## src/logic/rx_lane_pkg.sv

```systemverilog
// Constants shared by the shared-lane receive stage and its FIFO.
// Assumes a single 250 MHz core clock; link clocks are sampled as data.
package rx_lane_pkg;
  localparam int LANE_W = 5;
  localparam int NIB_W = 4;
  localparam int LANE_VALID = 4;
  localparam int FIFO_W = 9;
  localparam int FIFO_DEPTH = 8;
  localparam int OUT_START_BIT = 8;
  localparam int OUT_BYTE_LSB = 0;
  localparam int OUT_BYTE_MSB = 7;
  localparam int CLK_PERIOD_NS = 4;
  localparam int MII_FAST_MHZ_X10 = 250;
  localparam int MII_SLOW_MHZ_X10 = 25;
  localparam logic [7:0] BYTE_RESET = 8'h00;
  localparam logic [3:0] NIB_RESET = 4'h0;
  typedef enum logic [1:0] {MODE_CELL, MODE_MII, MODE_SMII, MODE_RSVD} lane_mode_t;
  typedef enum {ST_IDLE, ST_CELL, ST_MII_LO, ST_MII_HI} rx_state_t;
endpackage : rx_lane_pkg

```

## src/logic/rx_fifo.sv

```systemverilog
// Synchronous FIFO with valid/ready on both sides.
// Assumes both sides on the same clock; depth is a power of two.
`timescale 1ns/1ps
module rx_fifo #(
  parameter int WIDTH = 9,
  parameter int DEPTH = 8
) (
  // Clock and reset.
  input wire logic ref_clk,
  input wire logic arst_n,
  // Fill side.
  input wire logic in_valid,
  output logic in_ready,
  input wire logic [WIDTH-1:0] in_data,
  // Drain side.
  output logic out_valid,
  input wire logic out_ready,
  output logic [WIDTH-1:0] out_data
);
  localparam int AW = $clog2(DEPTH);
  logic [WIDTH-1:0] mem [DEPTH];
  logic [AW:0] wr_ptr;
  logic [AW:0] rd_ptr;
  logic [AW:0] next_wr_ptr;
  logic [AW:0] next_rd_ptr;
  logic push;
  logic pop;

  always_comb begin
    in_ready = (wr_ptr - rd_ptr) != (AW+1)'(DEPTH);
    out_valid = wr_ptr != rd_ptr;
    out_data = mem[rd_ptr[AW-1:0]];
    push = in_valid && in_ready;
    pop = out_valid && out_ready;
    next_wr_ptr = push ? wr_ptr + 1'b1 : wr_ptr;
    next_rd_ptr = pop ? rd_ptr + 1'b1 : rd_ptr;
  end

  always_ff @(posedge ref_clk or negedge arst_n) begin
    if (!arst_n) begin
      wr_ptr <= '0;
      rd_ptr <= '0;
    end else begin
      wr_ptr <= next_wr_ptr;
      rd_ptr <= next_rd_ptr;
    end
  end

  // Storage carries no reset; only pointers define content.
  always_ff @(posedge ref_clk) begin
    if (push) begin
      mem[wr_ptr[AW-1:0]] <= in_data;
    end
  end
endmodule : rx_fifo

```

## src/logic/cell_mii_rx_pin_mux.sv

```systemverilog
// Receive input stage of a shared cell / MII / SMII port.
// Assumes pins and link clocks arrive asynchronously to ref_clk, which
// runs at least four times faster than any link clock.
`timescale 1ns/1ps
// Behaviour
// - cell_start_in high marks first cell byte.
// - cell mode uses lanes 4 and 3:0 as data.
// - MII nibble on lanes 3:0 captured by link_rx_clk.
// - lane 4 is MII valid; accept only then.
// - no address filtering on this path.
// - SMII mode ignores data and valid lanes.
// - disabled port ignores every receive input.
// - cell inputs sampled on link_rx_clk rising edge.
module cell_mii_rx_pin_mux
  import rx_lane_pkg::*;
(
  // Clock and reset.
  input wire logic ref_clk,
  input wire logic arst_n,
  // Static configuration.
  input wire logic port_enable,
  input wire rx_lane_pkg::lane_mode_t mode_select,
  // Pins from the physical-layer device.
  input wire logic link_rx_clk,
  input wire logic cell_start_in,
  input wire logic [rx_lane_pkg::LANE_W-1:0] shared_rx_lanes,
  // Received byte stream.
  output logic rx_valid,
  input wire logic rx_ready,
  output logic [7:0] rx_byte,
  output logic rx_start,
  // Status.
  output logic rx_overflow,
  output logic rx_active
);
  import rx_lane_pkg::*;

  // Two-stage synchronisers, one per pin, the link clock included. They
  // reset high, the pins' pull-up level, so a link clock that rests high
  // once reset lets go is not taken for a rising edge.
  logic [LANE_W+1:0] pins;
  wire [LANE_W+1:0] sync2;
  logic clk_prev;
  logic next_clk_prev;

  assign pins = {link_rx_clk, cell_start_in, shared_rx_lanes};

  for (genvar b = 0; b < LANE_W + 2; b++) begin : g_sync
    logic stage1;
    logic stage2;
    logic next_stage1;
    logic next_stage2;

    always_comb begin
      next_stage1 = pins[b];
      next_stage2 = stage1;
    end

    always_ff @(posedge ref_clk or negedge arst_n) begin
      if (!arst_n) begin
        stage1 <= 1'b1;
        stage2 <= 1'b1;
      end else begin
        stage1 <= next_stage1;
        stage2 <= next_stage2;
      end
    end

    assign sync2[b] = stage2;
  end

  logic s_clk;
  logic s_start;
  logic [LANE_W-1:0] s_lanes;
  logic link_rise;
  assign s_clk = sync2[LANE_W+1];
  assign s_start = sync2[LANE_W];
  assign s_lanes = sync2[LANE_W-1:0];
  // The lanes were synchronised with the clock, so at the sampled rising
  // edge they carry the values the PHY set up before that edge.
  assign link_rise = s_clk && !clk_prev;

  always_comb begin
    next_clk_prev = s_clk;
  end

  always_ff @(posedge ref_clk or negedge arst_n) begin
    if (!arst_n) begin
      clk_prev <= 1'b1;
    end else begin
      clk_prev <= next_clk_prev;
    end
  end

  // Mode is latched while idle so a live change cannot split a unit.
  rx_state_t state;
  rx_state_t next_state;
  lane_mode_t mode_q;
  lane_mode_t next_mode_q;
  logic [NIB_W-1:0] lo_nib;
  logic [NIB_W-1:0] next_lo_nib;
  logic push_valid;
  logic [FIFO_W-1:0] push_data;
  logic fifo_ready;
  logic next_overflow;
  logic next_active;

  always_comb begin
    next_state = state;
    next_mode_q = mode_q;
    next_lo_nib = lo_nib;
    push_valid = 1'b0;
    push_data = '0;
    unique case (state)
      ST_IDLE: begin
        next_mode_q = mode_select;
        if (port_enable && mode_select == MODE_CELL) begin
          next_state = ST_CELL;
        end else if (port_enable && mode_select == MODE_MII) begin
          next_state = ST_MII_LO;
        end
        // SMII and the reserved code stay idle and read no lane.
      end
      ST_CELL: begin
        if (!port_enable || mode_select != mode_q) begin
          next_state = ST_IDLE;
        end else if (link_rise) begin
          // Lane 4 and lanes 3:0 carry the byte; the upper bits come from
          // lanes outside this stage and read as zero here.
          push_valid = 1'b1;
          push_data = {s_start, 3'h0, s_lanes};
        end
      end
      ST_MII_LO, ST_MII_HI: begin
        if (!port_enable || mode_select != mode_q) begin
          next_state = ST_IDLE;
        end else if (link_rise) begin
          if (!s_lanes[LANE_VALID]) begin
            next_state = ST_MII_LO;
          end else if (state == ST_MII_LO) begin
            next_lo_nib = s_lanes[NIB_W-1:0];
            next_state = ST_MII_HI;
          end else begin
            // Every byte passes unfiltered; filtering happens downstream.
            push_valid = 1'b1;
            push_data = {1'b0, s_lanes[NIB_W-1:0], lo_nib};
            next_state = ST_MII_LO;
          end
        end
      end
      default: next_state = ST_IDLE;
    endcase
    next_overflow = rx_overflow || (push_valid && !fifo_ready);
    if (state == ST_IDLE) begin
      next_overflow = 1'b0;
    end
    next_active = next_state != ST_IDLE;
  end

  always_ff @(posedge ref_clk or negedge arst_n) begin
    if (!arst_n) begin
      state <= ST_IDLE;
      mode_q <= MODE_CELL;
      lo_nib <= NIB_RESET;
      rx_overflow <= 1'b0;
      rx_active <= 1'b0;
    end else begin
      state <= next_state;
      mode_q <= next_mode_q;
      lo_nib <= next_lo_nib;
      rx_overflow <= next_overflow;
      rx_active <= next_active;
    end
  end

  // FIFO, then an output register so every output leaves a flip-flop.
  logic f_valid;
  logic [FIFO_W-1:0] f_data;
  logic f_ready;
  logic next_rx_valid;
  logic [7:0] next_rx_byte;
  logic next_rx_start;

  rx_fifo #(
    .WIDTH(FIFO_W),
    .DEPTH(FIFO_DEPTH)
  ) rx_fifo_i (
    .ref_clk(ref_clk),
    .arst_n(arst_n),
    .in_valid(push_valid),
    .in_ready(fifo_ready),
    .in_data(push_data),
    .out_valid(f_valid),
    .out_ready(f_ready),
    .out_data(f_data)
  );

  always_comb begin
    f_ready = !rx_valid || rx_ready;
    next_rx_valid = rx_valid;
    next_rx_byte = rx_byte;
    next_rx_start = rx_start;
    if (f_ready) begin
      next_rx_valid = f_valid;
      next_rx_byte = f_data[OUT_BYTE_MSB:OUT_BYTE_LSB];
      next_rx_start = f_data[OUT_START_BIT];
    end
  end

  always_ff @(posedge ref_clk or negedge arst_n) begin
    if (!arst_n) begin
      rx_valid <= 1'b0;
      rx_byte <= BYTE_RESET;
      rx_start <= 1'b0;
    end else begin
      rx_valid <= next_rx_valid;
      rx_byte <= next_rx_byte;
      rx_start <= next_rx_start;
    end
  end
endmodule : cell_mii_rx_pin_mux

```

## config.mk

```make
export PLATFORM = sky130hd
export DESIGN_NAME = cell_mii_rx_pin_mux
export DESIGN_NICKNAME = d
export VERILOG_FILES = /design/src/logic/rx_lane_pkg.sv /design/src/logic/rx_fifo.sv /design/src/logic/cell_mii_rx_pin_mux.sv
export SDC_FILE = /design/constraint.sdc
export NUM_CORES = 1
export LEC_CHECK = 0
export BUFFER_PORTS_ARGS = -buffer_cell sky130_fd_sc_hd__buf_2
export CAP_MARGIN = 20
export CORE_MARGIN = 2
export CORE_UTILIZATION = 60
export CTS_BUF_LIST = sky130_fd_sc_hd__clkbuf_8 sky130_fd_sc_hd__clkbuf_16
export CTS_CLUSTER_DIAMETER = 120
export DETAILED_ROUTE_END_ITERATION = 12
export PLACE_DENSITY = 0.75
export SYNTH_ARGS = -nofsm -noshare
export SYNTH_HDL_FRONTEND = slang
export SYNTH_SLANG_ARGS = --single-unit
```

## constraint.sdc

```tcl
create_clock -name ref_clk -period 4.5 [get_ports ref_clk]
set_clock_uncertainty 0.15 [all_clocks]
set_input_delay 0.675 -clock ref_clk [delete_from_list [all_inputs] [get_ports ref_clk]]
set_output_delay 0.675 -clock ref_clk [all_outputs]
set_load 0.05 [all_outputs]
```

# After elaboration in Yosys (flattened, before gate mapping)
# Memories as Yosys holds them, arrays and structs flattened. A register that Yosys moved wholly into a read port is not among the register bits.
# Index checks and enable logic that the tools add are counted.
[op_classes] addsub=3 eq_ne=8 mux=25 n_bitwise=1 reduce_logical=20
[op_table] operator="$mux W32" n=5
[op_table] operator="$pmux W32 S3" n=1
[op_table] operator="$eq A32 B2 Y1 const B" n=2
[op_table] operator="$logic_not A32 Y1" n=2
[op_table] operator="$eq A32 B1 Y1 const B" n=1
[op_table] operator="$eq A32 B3 Y1 const B" n=1
[op_table] operator="$mux W8" n=4
[op_table] operator="$reduce_bool A32 Y1" n=1
[op_table] operator="$mux W9" n=2
[op_table] operator="$pmux W9 S2" n=1
[op_table] operator="$mux W1" n=11
[op_table] operator="$add A4 B1 Y4 const B" n=2
[op_table] operator="$logic_and A1 B1 Y1" n=6
[op_table] operator="$logic_not A1 Y1" n=5
[op_table] operator="$reduce_and A5 Y1" n=1
[op_table] operator="$ne A4 B4 Y1" n=1
[op_table] operator="$ne A4 B4 Y1 const B" n=1
[op_table] operator="$sub A4 B4 Y4" n=1
[op_table] operator="$logic_or A1 B1 Y1" n=3
[op_table] operator="$eq A2 B1 Y1 const B" n=1
[op_table] operator="$logic_not A2 Y1" n=1
[op_table] operator="$ne A2 B2 Y1" n=1
[op_table] operator="$pmux W1 S2" n=1
[op_table] operator="$reduce_or A2 Y1" n=1
[op_table] operator="$not A1 Y1" n=1
[word_totals] register_bits=64 ramBits=72 input_bits=13 memories=1
[mem_list] name="rx_fifo_i.mem" words=8 width=9 rd=1 rd_clocked_by_memory_dff=1 wr=1 line="rx_fifo.sv:21" source="logic [WIDTH-1:0] mem [DEPTH];"

# Depth between registers and ports, before layout
[depth] depth_word=9 mapped_depth=8 ltp_nobuf=7

# Modules after synthesis
# From an unflattened synthesis, not the netlist that was laid out.
[hier_totals] hier_cells=319 hier_area_um2=5502.8
[by_module_without_submodules] module="rx_fifo" instances=1 cells_per_inst=177 area_each_um2=3259.4
[by_module_without_submodules] module="cell_mii_rx_pin_mux" instances=1 cells_per_inst=142 area_each_um2=2243.4

# Worst setup path before layout
# No wires, ideal clock.
[synth_timing] kind="register to register" from="reg rx_fifo_i.rd_ptr[1]" to="mem rx_fifo_i.mem[4][0], enable pin" setup_ps=403 t_arrival_ps=2763 required_ps=3947 setup_slack_ps=1184 path_stages_with_launch=9 n_path_buf=1 path_cell_list="dfrtp_1 > clkbuf_1 > inv_1 > ha_1 > nor2b_1 > o211ai_1 > a21o_1 > nand3_4 > nor4b_1"
[synth_between] elab_chain_len=5
[synth_lines] element="start, declared" line="rx_fifo.sv:23" source="logic [AW:0] rd_ptr;"
[synth_lines] element="start signal, assigned" line="rx_fifo.sv:45" source="rd_ptr <= next_rd_ptr;"
[synth_lines] element="$sub A4 B4 Y4" line="rx_fifo.sv:30" source="in_ready = (wr_ptr - rd_ptr) != (AW+1)'(DEPTH);"
[synth_lines] element="$ne A4 B4 Y1" line="rx_fifo.sv:30"
[synth_lines] element="$logic_and A1 B1 Y1" line="rx_fifo.sv:33" source="push = in_valid && in_ready;"
[synth_lines] element="$mux W1" line="rx_fifo.sv:51" source="if (push) begin"
[synth_lines] element="$mux W1 (not written as such)" line="rx_fifo.sv:52" source="mem[wr_ptr[AW-1:0]] <= in_data;"
[synth_lines] element="end, declared" line="rx_fifo.sv:21"
# Every way passes these cells.

# Worst setup path in the final report
[layout_timing] from="reg rx_fifo_i.rd_ptr[2]" to="mem rx_fifo_i.mem[5][7], enable pin"
# The elaborated chain is that of the path after synthesis.

==> summary.txt <==
Outcome
  – Status: finished, final reports clean

Global route
  – Grt ovf: 0
  – First-pass GRT wire length: 15,500 um
  – Total GRT Usage: 22.1%
  – Initial antenna violation count: 0
  – Largest net degree at the start of global routing: 43
  – Number of global-route vias before repair: roughly 2,900

Clock network
  – Number of setup buffers added after CTS: 0
  – CTS Buffer Depth: 2
  – CTS tree: done
  – Clock Pin Slew Worst Setup and Hold Paths: 0.06 ns
  – Root Buffer: clkbuf_8
  – Clock Latency Late Sink: around 0.51 ns
  – H-tree depth: 4
  – Cts bufs inserted: 17
  – Hold buffer count at cts: 0
  – Post-CTS Resized: 0
  – Clock Sinks: 145

Setup path
  – Cell chain of the critical path: inv_2 > ha_1 > xor3_1 > or4_1 > a21o_1 > nand3_4 > nor4b_2
  – Crit Path Class: reg2reg
  – CP startpoint kind: register
  – Critical Path AT: between 3 and 4 ns
  – Crit-path leading delay family: simple AND/OR/NAND/NOR gates
  – CP max stage delay: 0.88 ns
  – Buffers and inverters on the worst path: 1
  – CP Capture Type: register
  – WP data required: ~4.5 ns
  – Worst-path maximum fanout: 10
  – R2r setup slk: 1.42 ns
  – CP max-delay cell: nor4b_2

Synth
  – Yosys top cell area share: about 40%
  – Largest area contributor in the netlist: edfxtp_1
  – Register bit count reported by yosys: 145
  – Cells after synthesis: between 300 and 400
  – Post-synthesis sequential area ratio: 74.4%
  – Yosys Warn Count: 0
  – Avg Synthesized Cell Area: 17.3 um2
  – Post-synth EDFFs: 72
  – Syn Std Cell Area: 5390 um2
  – Top cells by count, synth: 72 x edfxtp_1, 58 x dfrtp_1, 20 x nand2_1, 18 x mux4_2, 15 x dfstp_2
  – Top FF cell, synth: edfxtp_1
  – Synth top area cells: edfxtp_1 40%, dfrtp_1 27%, mux4_2 7.5%, dfstp_2 7.3%, mux2i_1 1.7%
  – Async set-reset flop share out of synthesis: 50.3%
  – Synth cell types: 45
  – Most numerous cell in the Yosys netlist: edfxtp_1

Pwr
  – Psw: 0.831 mW
  – VDD IR max: 300 uV
  – Sw Ratio: approximately a quarter
  – Power Density: around 530 nW/um2
  – Final Power: 3.45 mW
  – Logic pwr share: 12.6%
  – Clock share of power: 44.5%
  – Reg power frac: 42.9%
  – P_leak: 2.36 nW
  – Pint: 2.62 mW

Floorplanning
  – Num rows: 34
  – Die height: 98.8 um
  – Top Ports: 25
  – Total die area: a little under 10,000 um2
  – Die W: approximately 100 um
  – Core area: 8720 um2
  – Initial Util: between 60% and 70%

Worst hold path
  – HP Class: in2async

Timing
  – Fin crit period: about 3.1 ns
  – RSZ-0062 raised after global routing: false
  – Hold Violations, Final: 0
  – Final Cycle Share: 68.4%
  – # setup viols final: 0
  – Fmax: 325 MHz
  – Slew headroom: between 30% and 40%
  – Slew Viols, Final: 0
  – Final setup TNS: 0 ns
  – Worst-Margin Slew: slightly above 1 ns

Routing
  – Initial DRC Count: 232
  – WL final: 9730 um
  – Routed length per instance: 19.3 um
  – Router iterations before antenna repair: 4
  – Via density per instance: around 5.6
  – Antenna Nets Post-Route: 0
  – Drt drc: 0
  – Via count: 2,840

Flow run
  – Max cap viols: 0

Placed design
  – Gp weighted congestion: 0.762
  – Dpl hpwl: about 6000 um
  – Buffers on Ports: 24

Finish
  – Number of antenna repair diodes: 0
  – Final #Nets: 400
  – FILL cells: 530
  – Area growth from synthesis to layout: 19.8%
  – Share of cells above drive strength 1: approximately 28%
stage by stage:
stage               setup slack, ns  hold slack [ns]  util (%)  instances  cell area [um2]
floorplan                      1.18            0.195         -        341             5500
global placement               1.38            0.195      66.3        469             5780
detailed placement             1.35            0.197      66.4        470             5790
CTS                            1.33           0.0613      73.9        502             6450
global route                   1.21           0.0827      74.0        503             6450
finish                         1.42           0.0589      74.0        503             6450
power groups by stage:
stage,Clock [mW],Sequential [mW],Combinational (mW)
6_report,1.53,1.48,0.435
5_1_grt,1.61,1.48,0.476
4_1_cts,1.56,1.48,0.443
3_5_place_dp,0,1.50,0.428
3_3_place_gp,0,1.50,0.424
2_1_floorplan,0,1.57,0.265
placed cells by master, fill, tap and decap left out, types with 2 or more instances in the layout:
cell type and instances:
a21oi_1 7, and2_1 3, and4_1 2, buf_2 24, buf_4 10, bufinv_16 6, clkbuf_16 16, clkinv_4 4
conb_1 30, dfrtp_1 58, dfstp_2 15, edfxtp_1 72, ha_1 5, inv_1 7, mux2_2 5, mux2i_1 9
mux4_2 18, nand2_1 20, nand3_1 7, nand3b_1 2, nand4_1 3, nor2_1 9, nor2b_1 2, nor3_1 3
nor3b_1 2, nor4_1 9, nor4b_2 4, o21ai_0 14, xnor2_1 4, xor2_1 5
cell families (layout without fill, tap and decap cells):
family / Yosys count / after routing / share of synthesized area [%]
AOI/OAI and AO/OA: 25 / 25 / 2.53
adders and majority gates: 5 / 5 / 1.16
and+or+nand+nor: 74 / 74 / 7.94
other: 1 / 30 / 0.0696
buffers and inverters: 18 / 72 / 1.30
muxes: 34 / 34 / 10.7
DFF: 145 / 145 / 74.4
xor gates and xnor gates: 10 / 10 / 1.90
worst reg2reg max path, stage by stage (launching register included):
cell and delay [ns]:
dfrtp_1 0.40, inv_2 0.16, ha_1 0.24, xor3_1 0.38
or4_1 0.11, a21o_1 0.21, nand3_4 0.17, nor4b_2 0.88
flip-flops by register name, indices dropped and copies added, names as in the netlist:
register,cells
rx_active,1
state,32
g_sync.next_stage2,7
rx_overflow,1
rx_fifo_i.rd_ptr,4
rx_start,1
g_sync.stage2,7
rx_valid,1
rx_fifo_i.mem,72
rx_byte,8
clk_prev,1
rx_fifo_i.wr_ptr,4
lo_nib,4
mode_q,2
final cells by class:
type | instances | area (um2) | share of cell area [%]
clock inverter | 15 | 241 | 3.74
inverter | 6 | 22.5 | 0.349
timing repair buffer | 34 | 195 | 3.02
sequential | 145 | 4010 | 62.1
tap | 108 | 135 | 2.09
clock buffer | 17 | 414 | 6.42
multi-input combinational | 178 | 1440 | 22.3
worst paths after layout:
check | to | cells after the start | startpoint
worst min-delay path | state[26] | 1 | arst_n
worst max register to register | rx_fifo_i.mem[5][7] | 7 | rx_fifo_i.rd_ptr[2]
max in group asynchronous | g_sync[2].stage2 | 2 | arst_n
worst min register to register | g_sync[2].stage2 | 0 | g_sync[2].next_stage2
min in group ref_clk | g_sync[0].next_stage2 | 1 | shared_rx_lanes[0]
worst max-delay path | rx_fifo_i.mem[5][7] | 7 | rx_fifo_i.rd_ptr[2]
layer usage:
metal  part of all wire [%]  global-route usage (%)  vias up
li1                       -                       -     1289
met5                      0                       0        -
met4                    2.6                    10.2        0
met3                    6.3                    6.52       22
met1                     42                    28.6     1422
met2                     49                    35.1      107
No activity file was read; power rests on OpenSTA's default activity.
